==> src/rtl/csv_pkg.sv <==
// Purpose: shared constants for the status, stack and vectoring core
// Assumes: 6-bit I/O space, 12-bit program addresses
// Notes:   bit positions of the flag word and stack step sizes live here
package csv_pkg;
    // I/O locations
    localparam logic [5:0]  ADDR_STACK_PTR = 6'h3D;
    localparam logic [5:0]  ADDR_FLAG_WORD = 6'h3F;
    // flag word bit positions
    localparam int          BIT_CARRY      = 0;
    localparam int          BIT_ZERO       = 1;
    localparam int          BIT_NEG        = 2;
    localparam int          BIT_OVER       = 3;
    localparam int          BIT_SIGN       = 4;
    localparam int          BIT_HALF       = 5;
    localparam int          BIT_COPY       = 6;
    localparam int          BIT_GATE       = 7;
    // reset values
    localparam logic [7:0]  FLAG_RESET     = 8'h00;
    localparam logic [7:0]  SP_RESET       = 8'h00;
    localparam logic [7:0]  READ_NONE      = 8'h00;
    // stack steps: one byte of data or a two-byte return address
    localparam logic [7:0]  STEP_BYTE      = 8'h01;
    localparam logic [7:0]  STEP_ADDR      = 8'h02;
    // vectors
    localparam int          NUM_SOURCES    = 13;
    localparam int          PC_W           = 12;
    localparam logic [11:0] VEC_RESET      = 12'h000;
    localparam logic [11:0] VEC_FIRST      = 12'h001;

    typedef enum logic [0:0] {CS_RESTART, CS_RUN} csv_state_type;
endpackage

==> src/rtl/csv_stack_if.sv <==
// Purpose: carries stack pointer events from the core to the pointer unit
// Assumes: at most one move event per cycle; a register write wins
// Notes:   sp is the registered pointer value
`timescale 1ns/1ps
interface csv_stack_if;
    logic       wrEn;
    logic [7:0] wrData;
    logic       decByte;
    logic       decAddr;
    logic       incByte;
    logic       incAddr;
    logic [7:0] sp;

    modport core  (output wrEn, wrData, decByte, decAddr, incByte, incAddr, input sp);
    modport stack (input wrEn, wrData, decByte, decAddr, incByte, incAddr, output sp);
endinterface

==> src/rtl/csv_stack_ptr.sv <==
// Purpose: 8-bit stack pointer that moves on push, pop, call and return
// Assumes: the core raises at most one move event per cycle
// Notes:   a software write in the same cycle as a move takes precedence
`timescale 1ns/1ps
module csv_stack_ptr (
    // clock and reset
    input  wire logic    clk,
    input  wire logic    rst_n,
    // events from the core
    csv_stack_if.stack   stk
);
    logic [7:0] sp_reg;
    logic [7:0] sp_next;

    // pointer move; wraps silently, software keeps it above the data area
    always_comb begin
        sp_next = sp_reg;
        if (stk.wrEn) begin
            sp_next = stk.wrData;
        end else if (stk.decAddr) begin
            sp_next = sp_reg - csv_pkg::STEP_ADDR;
        end else if (stk.decByte) begin
            sp_next = sp_reg - csv_pkg::STEP_BYTE;
        end else if (stk.incAddr) begin
            sp_next = sp_reg + csv_pkg::STEP_ADDR;
        end else if (stk.incByte) begin
            sp_next = sp_reg + csv_pkg::STEP_BYTE;
        end
    end

    // zero after reset
    always_ff @(posedge clk) begin
        if (!rst_n) begin
            sp_reg <= csv_pkg::SP_RESET;
        end else begin
            sp_reg <= sp_next;
        end
    end

    assign stk.sp = sp_reg;
endmodule

==> src/rtl/csv_prio_pick.sv <==
// Purpose: fixed-priority pick of the lowest numbered enabled request
// Assumes: requests and enables are levels on the core clock
// Notes:   purely combinational; the core registers the result
`timescale 1ns/1ps
module csv_prio_pick #(
    parameter int N     = 13,
    parameter int IDX_W = 4
) (
    // requests and enables
    input  wire logic [N-1:0]     req,
    input  wire logic [N-1:0]     en,
    input  wire logic             gate,
    // pick
    output logic                  valid,
    output logic [IDX_W-1:0]      index,
    output logic [N-1:0]          pending
);
    // a source counts only with its own enable and the global gate
    for (genvar g = 0; g < N; g++) begin : gen_gate
        assign pending[g] = req[g] & en[g] & gate;
    end

    // scan from the top so the lowest index is the last to win
    always_comb begin
        valid = 1'b0;
        index = '0;
        for (int i = N - 1; i >= 0; i--) begin
            if (pending[i]) begin
                valid = 1'b1;
                index = IDX_W'(i);
            end
        end
    end
endmodule

==> src/rtl/csv_core.sv <==
// Purpose: flag word, stack pointer and interrupt vectoring of the core
// Assumes: decoder events are one-cycle pulses on clk; sources are synchronous
// Notes:   I/O reads answer one cycle after the read strobe
//
// What this block does
// - take an interrupt only with global gate bit 7 and source enable set
// - taking an interrupt clears the gate; interrupt return sets it again
// - bit 6 is the copy store for bit-store and bit-load instructions
// - bit 4 always equals negative flag xor overflow flag
// - carry in bit 0, half carry in bit 5, overflow in bit 3
// - bit 1 set on zero result, bit 2 on negative result
// - flag word at I/O $3F, all bits but sign bit 4 read/write, zero after reset
// - 8-bit stack pointer at I/O $3D, read/write, zero after reset
// - byte push subtracts one; call or interrupt entry subtracts two
// - byte pop adds one; subroutine or interrupt return adds two
// - thirteen sources plus reset, each with own vector; each source also has its own enable, reset has none
// - lowest vector wins; reset first, then external request zero
// - vector $000 serves every reset cause
// - vectors $001 to $00D follow the fixed source order
// - any reset restores registers and fetches from address zero
`timescale 1ns/1ps
module csv_core #(
    parameter int NSRC = csv_pkg::NUM_SOURCES
) (
    // clock and reset
    input  wire logic                     clk,
    input  wire logic                     rst_n,
    // I/O register port
    input  wire logic [5:0]               ioAddr,
    input  wire logic                     ioWrEn,
    input  wire logic [7:0]               ioWrData,
    input  wire logic                     ioRdEn,
    output logic [7:0]                    ioRdData,
    // arithmetic results
    input  wire logic [7:0]               aluResult,
    input  wire logic                     aluCarry,
    input  wire logic                     aluHalf,
    input  wire logic                     aluOverflow,
    input  wire logic                     updCarry,
    input  wire logic                     updHalf,
    input  wire logic                     updOverflow,
    input  wire logic                     updZero,
    input  wire logic                     updNeg,
    // bit copy
    input  wire logic                     bitStoreEn,
    input  wire logic                     bitStoreValue,
    output logic                          bitLoadValue,
    // decoder stack events
    input  wire logic                     pushByte,
    input  wire logic                     popByte,
    input  wire logic                     callPush,
    input  wire logic                     subReturn,
    input  wire logic                     intReturn,
    // interrupt sources
    input  wire logic [NSRC-1:0]          irqReq,
    input  wire logic [NSRC-1:0]          irqEn,
    input  wire logic                     takeOk,
    input  wire logic [csv_pkg::PC_W-1:0] nextPc,
    // fetch redirection and state
    output logic                          jumpValid,
    output logic [csv_pkg::PC_W-1:0]      jumpAddr,
    output logic                          intTaken,
    output logic [csv_pkg::PC_W-1:0]      retAddrPush,
    output logic [7:0]                    flagWord,
    output logic [7:0]                    stackPointer
);
    localparam int IDX_W = $clog2(NSRC);

    csv_stack_if stk ();

    csv_pkg::csv_state_type     state_reg;
    csv_pkg::csv_state_type     state_next;
    logic [7:0]                 flag_reg;
    logic [7:0]                 flag_next;
    logic [7:0]                 rd_reg;
    logic [7:0]                 rd_next;
    logic                       jump_reg;
    logic                       jump_next;
    logic [csv_pkg::PC_W-1:0]   jaddr_reg;
    logic [csv_pkg::PC_W-1:0]   jaddr_next;
    logic                       taken_reg;
    logic                       taken_next;
    logic [csv_pkg::PC_W-1:0]   ret_reg;
    logic [csv_pkg::PC_W-1:0]   ret_next;
    logic                       pickValid;
    logic [IDX_W-1:0]           pickIndex;
    logic [NSRC-1:0]            pending;
    logic                       takeNow;
    logic                       flagWrite;
    logic                       spWrite;

    // priority pick across the enabled, gated sources
    csv_prio_pick #(
        .N     (NSRC),
        .IDX_W (IDX_W)
    ) u_pick (
        .req     (irqReq),
        .en      (irqEn),
        .gate    (flag_reg[csv_pkg::BIT_GATE]),
        .valid   (pickValid),
        .index   (pickIndex),
        .pending (pending)
    );

    // stack pointer unit
    csv_stack_ptr u_stack (
        .clk   (clk),
        .rst_n (rst_n),
        .stk   (stk.stack)
    );

    // decode of register writes
    assign flagWrite = ioWrEn && (ioAddr == csv_pkg::ADDR_FLAG_WORD);
    assign spWrite   = ioWrEn && (ioAddr == csv_pkg::ADDR_STACK_PTR);

    // interrupts are taken only at an instruction boundary once running
    assign takeNow = pickValid && takeOk && (state_reg == csv_pkg::CS_RUN);

    // stack moves; interrupt entry pushes a return address like a call
    assign stk.wrEn    = spWrite;
    assign stk.wrData  = ioWrData;
    assign stk.decByte = pushByte;
    assign stk.decAddr = callPush || takeNow;
    assign stk.incByte = popByte;
    assign stk.incAddr = subReturn || intReturn;

    // flag word next value; later steps override earlier ones
    always_comb begin
        flag_next = flag_reg;
        if (flagWrite) begin
            flag_next = ioWrData;
        end
        if (updCarry) begin
            flag_next[csv_pkg::BIT_CARRY] = aluCarry;
        end
        if (updHalf) begin
            flag_next[csv_pkg::BIT_HALF] = aluHalf;
        end
        if (updOverflow) begin
            flag_next[csv_pkg::BIT_OVER] = aluOverflow;
        end
        if (updZero) begin
            flag_next[csv_pkg::BIT_ZERO] = (aluResult == 8'h00);
        end
        if (updNeg) begin
            flag_next[csv_pkg::BIT_NEG] = aluResult[7];
        end
        if (bitStoreEn) begin
            flag_next[csv_pkg::BIT_COPY] = bitStoreValue;
        end
        // sign is never stored independently, even by a software write
        flag_next[csv_pkg::BIT_SIGN] = flag_next[csv_pkg::BIT_NEG] ^ flag_next[csv_pkg::BIT_OVER];
        if (intReturn) begin
            flag_next[csv_pkg::BIT_GATE] = 1'b1;
        end
        // hardware clear last: an interrupt return in the same cycle cannot reopen the gate
        if (takeNow) begin
            flag_next[csv_pkg::BIT_GATE] = 1'b0;
        end
    end

    // read mux; unmapped locations read as zero
    always_comb begin
        rd_next = rd_reg;
        if (ioRdEn) begin
            if (ioAddr == csv_pkg::ADDR_FLAG_WORD) begin
                rd_next = flag_reg;
            end else if (ioAddr == csv_pkg::ADDR_STACK_PTR) begin
                rd_next = stk.sp;
            end else begin
                rd_next = csv_pkg::READ_NONE;
            end
        end
    end

    // sequencing: one restart fetch after reset, then vectoring
    always_comb begin
        state_next = state_reg;
        jump_next  = 1'b0;
        jaddr_next = jaddr_reg;
        taken_next = 1'b0;
        ret_next   = ret_reg;
        unique case (state_reg)
            csv_pkg::CS_RESTART: begin
                jump_next  = 1'b1;
                jaddr_next = csv_pkg::VEC_RESET;
                state_next = csv_pkg::CS_RUN;
            end
            csv_pkg::CS_RUN: begin
                if (takeNow) begin
                    jump_next  = 1'b1;
                    taken_next = 1'b1;
                    // vector order follows source index, one word each
                    jaddr_next = csv_pkg::VEC_FIRST + csv_pkg::PC_W'(pickIndex);
                    ret_next   = nextPc;
                end
            end
        endcase
    end

    // registers; all return to their initial values on reset
    always_ff @(posedge clk) begin
        if (!rst_n) begin
            state_reg <= csv_pkg::CS_RESTART;
            flag_reg  <= csv_pkg::FLAG_RESET;
            rd_reg    <= csv_pkg::READ_NONE;
            jump_reg  <= 1'b0;
            jaddr_reg <= csv_pkg::VEC_RESET;
            taken_reg <= 1'b0;
            ret_reg   <= csv_pkg::VEC_RESET;
        end else begin
            state_reg <= state_next;
            flag_reg  <= flag_next;
            rd_reg    <= rd_next;
            jump_reg  <= jump_next;
            jaddr_reg <= jaddr_next;
            taken_reg <= taken_next;
            ret_reg   <= ret_next;
        end
    end

    // outputs, all straight from flops
    assign ioRdData     = rd_reg;
    assign bitLoadValue = flag_reg[csv_pkg::BIT_COPY];
    assign jumpValid    = jump_reg;
    assign jumpAddr     = jaddr_reg;
    assign intTaken     = taken_reg;
    assign retAddrPush  = ret_reg;
    assign flagWord     = flag_reg;
    assign stackPointer = stk.sp;

    // helper: sources with vectors below the taken vector, and the one source it belongs to
    logic [NSRC-1:0] higherMask;
    logic [NSRC-1:0] jumpSel;
    always_comb begin
        higherMask = '0;
        jumpSel    = '0;
        for (int i = 0; i < NSRC; i++) begin
            higherMask[i] = (csv_pkg::VEC_FIRST + csv_pkg::PC_W'(i)) < jaddr_reg;
            jumpSel[i]    = (csv_pkg::VEC_FIRST + csv_pkg::PC_W'(i)) == jaddr_reg;
        end
    end
endmodule

==> config.mk <==
export PLATFORM = sky130hd
export DESIGN_NAME = csv_core
export DESIGN_NICKNAME = d
export VERILOG_FILES = /design/src/rtl/csv_pkg.sv /design/src/rtl/csv_stack_if.sv /design/src/rtl/csv_stack_ptr.sv /design/src/rtl/csv_prio_pick.sv /design/src/rtl/csv_core.sv
export SDC_FILE = /design/constraint.sdc
export NUM_CORES = 1
export LEC_CHECK = 0
export BUFFER_PORTS_ARGS = -buffer_cell sky130_fd_sc_hd__buf_2
export CAP_MARGIN = 20
export CORE_MARGIN = 5
export CORE_UTILIZATION = 45
export CTS_CLUSTER_SIZE = 16
export DETAILED_ROUTE_END_ITERATION = 10
export GPL_ROUTABILITY_DRIVEN = 1
export PLACE_DENSITY_LB_ADDON = 0.1
export SYNTH_ARGS = -nofsm -noshare
export SYNTH_HDL_FRONTEND = slang
export SYNTH_SLANG_ARGS = --single-unit
==> constraint.sdc <==
create_clock -name clk -period 3 [get_ports clk]
set_input_delay 0.6 -clock clk [delete_from_list [all_inputs] [get_ports clk]]
set_output_delay 0.6 -clock clk [all_outputs]
set_load 0.01 [all_outputs]
== Word-level counts from Yosys, hierarchy flattened ==
Cells that the tools add are included.
Word-level totals
  bits in registers: 51
  bits of input ports: 80
Operators by class
  bitwise logic cells: 29
  add/subtract/negate cells: 5
  reduce and logical (&&, ||, !) cells: 16
  equality and inequality tests: 3
  multiplexer cells: 46
Operator list (count)
  2-to-1 mux 8 bit: 8
  2-to-1 mux 4 bit: 13
  AND 1 bit: 26
  case mux 12 bit (2 select lines): 1
  2-to-1 mux 1 bit: 22
  == test 6 bit (second input constant): 2
  2-to-1 mux 12 bit: 1
  nonzero test 2 bit: 5
  adder 8 x 1 -> 8 bit (second input constant): 1
  adder 8 x 2 -> 8 bit (second input constant): 1
  logical NOT 8 bit: 1
  subtractor 8 x 1 -> 8 bit (second input constant): 1
  subtractor 8 x 2 -> 8 bit (second input constant): 1
  adder 1 x 4 -> 5 bit (first input constant): 1
  nonzero test 5 bit: 1
  logical AND 1 bit: 4
  AND reduction 2 bit: 2
  logical OR 1 bit: 2
  inequality test 2 x 1 -> 1 bit (second input constant): 1
  NOT 1 bit: 2
  case mux 1 bit (2 select lines): 1
  OR reduction 2 bit: 1
  XOR 1 bit: 1

== Depth between registers and ports, before layout ==
  depth after elaboration: 20
  depth in mapped cells: 9
  gate-level depth less buffers: 9

== By module ==
From an unflattened synthesis, not the netlist that was laid out.
Unflattened totals
  cells, all modules: 340
  area, all modules: 2805.2 µm²
Modules (own cells, without submodules)
  csv_core: cells each 181, instances 1, area an instance 1635.3 µm²
  csv_stack_ptr: cells each 105, instances 1, area an instance 825.8 µm²
  csv_prio_pick: cells each 54, instances 1, area an instance 344.1 µm²

== Worst setup path after synthesis ==
OpenSTA, ideal clock, no wires.
  kind: input to register
  from: input irqReq[1]
  to: register u_stack.sp_reg[5] (netlist: u_stack.stk.sp[5])
  arrival time: 2.431 ns
  stages on the path: 8
  setup slack: 0.478 ns
  data required time: 2.909 ns
  path through: a22o_1 o41ai_2 a31o_1 buf_6 and4bb_1 a22oi_1 or3_1 a311oi_1
Between the ends
  word-level cells in the longest chain between the ends: 9
  elaborated cells on any way between the ends: 10
Ends and longest elaborated chain
  from (decl): RTL line csv_core.sv:55  | input wire logic [NSRC-1:0] irqReq,
  AND 1 bit (*) (2 in a row): RTL line csv_prio_pick.sv:20  | assign pending[g] = req[g] & en[g] & gate;
  2-to-1 mux 1 bit (*) (2 in a row): RTL line csv_prio_pick.sv:28  | if (pending[i]) begin
  logical AND 1 bit (*) (2 in a row): RTL line csv_core.sv:117  | assign takeNow = pickValid && takeOk && (state_reg == csv_pkg::CS_RUN);
  logical OR 1 bit (*): RTL line csv_core.sv:123  | assign stk.decAddr = callPush || takeNow;
  2-to-1 mux 8 bit: RTL line csv_stack_ptr.sv:20  | end else if (stk.decAddr) begin
  2-to-1 mux 8 bit: RTL line csv_stack_ptr.sv:18  | if (stk.wrEn) begin
  to (signal assigned): RTL line csv_stack_ptr.sv:34  | sp_reg <= csv_pkg::SP_RESET;
  to (signal assigned): RTL line csv_stack_ptr.sv:36  | sp_reg <= sp_next;
  to (decl): RTL line csv_stack_ptr.sv:12  | logic [7:0] sp_reg;
Every way passes the cells marked *; elsewhere a longest branch is shown, timed or not.
A chain may end at the register's enable or synchronous reset.

== Worst setup path after layout ==
Ends and elaborated chain as after synthesis.

==> metrics.txt <==
CP Data Required Time=between 3000 and 4000 ps; clk_skew=8.95 ps; worst-margin pin slew=about 650 ps; post-synthesis cell type count=48; #FFs+latches synth=44; Site Rows=27; final sum of negative setup slack=0 ps; Slowest Stage Delay on Critical Path=500 ps; die area=around 7100 µm²; max-slew violations=0; initial antenna violation count=0; critical path class=in2reg; sequential standard cell area=881 µm²; antenna violation net count after detailed routing=0; utilization of the core after routing=58.7%; worst-path maximum fanout=3; Avg Synthesized Cell Area=8.29 µm²; post-synthesis to final-layout area growth=28.9%; Finished Layout Cells=488; count of boundary I/O pins=about 130; overall power consumption=0.00146 W; number of port buffers=123; multi-input logic area=1470 µm²; largest area contributor in the netlist=sky130_fd_sc_hd__dfxtp_1; final net count=about 500; CP Launch Type=input pin; cells traversed along the worst timing path=buf_2, a22o_1, o41ai_2, a31o_1, and4bb_1, a22oi_1, or3_1, a311oi_1; H-tree level count=2; via count of the first global-routing pass=2,407; TritonRoute pass-1 iters=4; final critical-path share of the clock period=between 80% and 90%; chip height=84.2 µm; routed wire length=6.91 mm; highest attainable clock frequency=404 MHz; total power density per cell area=roughly 460 nW/µm²; reported max-cap violation count=0; violation count after the first detailed-routing iteration=83; number of remaining DRC errors=0; dominant synthesized flop cell=sky130_fd_sc_hd__dfxtp_1; Post-CTS Hold Buffers=0; Synth top area share=35.5%; global route overflow=0; detail-routed net length per standard cell=14.1 µm; antenna fix cells=0; number of buffers inserted to repair setup after CTS=0; GPL Wtd Cong=a little over 0.8; minimum period implied by the final worst setup slack=2470 ps; number of fill cells=516; kind of cell with the highest combined delay on the critical path=compound AO/OA/AOI/OAI gates; Floorplan Core Area=~5400 µm²; Netlist Area Pre-Place=2480 µm²; global-route wire length before repair=11.2 mm; CTS max path bufs=2; CP bufs+invs=1; DP HPWL=5.37 mm; Placed Instances=481; worst slack, placed=about 250 ps; asr flop ratio synth=0%; number of setup violations in the final report=0; clock-pin slew reported for the worst setup and hold paths after clock tree synthesis=approximately 80 ps; result of the run=finished clean; clock latency on the worst-skew pair=approximately 290 ps; leading post-synthesis cells by cell area=sky130_fd_sc_hd__dfxtp_1 36%, sky130_fd_sc_hd__mux2i_1 11%, sky130_fd_sc_hd__nor2_1 7.0%; PostCTS Resize Cnt=0; top-count cell post-synth=sky130_fd_sc_hd__nor2_1; global router's overall resource usage=a little under a fifth; unrepaired setup endpoints after global routing=false; TritonCTS clock tree=done; sequential element share of the synthesized area=a little over a third; total CTS buffers=5; hold violation total from the final report=0; buffer cell driving the clock tree root=sky130_fd_sc_hd__clkbuf_8; Avg Vias per Cell=5.21; layout cell share with drive strength beyond 1=33.7%; worst min-delay path category=reg2reg; largest net degree at the start of global routing=25; Synth warnings=0; Slowest cell on crit path=sky130_fd_sc_hd__o41ai_2; minimum setup slack in the final design=approximately 530 ps; Worst slew margin=56.5%; Post-Syn Instances=299; starting density of the core=45.6%; TritonCTS sink count=44; endpoint class of the critical path=register; die span in x=84.2 µm; list of most frequent post-synthesis cells=46 x sky130_fd_sc_hd__nor2_1, 44 x sky130_fd_sc_hd__dfxtp_1, 27 x sky130_fd_sc_hd__mux2i_1, 25 x sky130_fd_sc_hd__a21oi_1, 24 x sky130_fd_sc_hd__nand2_1; arrival time worst endpoint=2670 ps; via total after detailed routing=2,542; Max VDD drop=0.000242 V; static leakage power=1.55 nW; Largest register FFs=12; number of flops mapped to enable cells by yosys=0
-- layout by cell type, fill, tap and decap left out, drive strengths merged, types with 4 or more instances in the layout --
cell and instances:
nor4 6, dfxtp 44, a21oi 25, mux2i 27, nand3 5, and2 7
conb 7, clkbuf 5, buf 127, nand2 24, o21ai 15, inv 7
a22o 10, nor2 46, a32o 4, ha 6
-- metrics by stage --
stage,hold slack [ps],area (µm²)
after floorplan,442,2500
after global placement,452,3110
after detailed placement,459,3110
after CTS,481,3190
after global routing,504,3190
final,475,3190
-- worst paths after layout --
kind,cells past startpoint,endpoint,from,slack (ps)
worst max-delay path,8,u_stack.stk.sp[5]$_SDFFE_PN0P_,irqReq[1],530
worst min-delay path,1,jumpAddr[4]$_SDFFE_PN0P_,jumpAddr[4]$_SDFFE_PN0P_,480
worst max register to register,6,u_stack.stk.sp[4]$_SDFFE_PN0P_,u_stack.stk.sp[1]$_SDFFE_PN0P_,760
worst min register to register,1,jumpAddr[4]$_SDFFE_PN0P_,jumpAddr[4]$_SDFFE_PN0P_,480
-- cells by family after synthesis --
logic type / count (synthesis) / share of synthesized area [%]
multiplexers: 29 / 11.8
buffers and inverters: 30 / 6.21
XOR/XNOR: 5 / 1.77
AND/OR/NAND/NOR: 102 / 18.8
AO/OA/AOI/OAI: 82 / 22.7
other: 1 / 0.151
flip-flops: 44 / 35.5
adder cells (fa/ha/maj): 6 / 3.03
-- final cells by class --
cell class	count	share of cell area [%]
clock buffers	5	2.15
clock inverters	2	0.392
inverters	7	0.823
multi-input cells	231	46.0
flip-flops and latches	44	27.6
well taps	72	2.82
repair buffers	127	20.2
-- power by group --
part           switching [W]  internal [W]
combinational       0.000212      0.000200
clock               0.000198      0.000158
sequential         0.0000672      0.000628
total               0.000478      0.000986
-- routing by layer --
metal / GRT usage, % / vias to the layer above / part of all wire, %
li1: - / 1296 / -
met1: 25.0 / 1149 / 44
met2: 31.3 / 93 / 47
met3: 5.20 / 4 / 8.6
met4: 4.24 / 0 / 0.54
met5: 0 / - / 0
(Power assumes the default switching activity.)
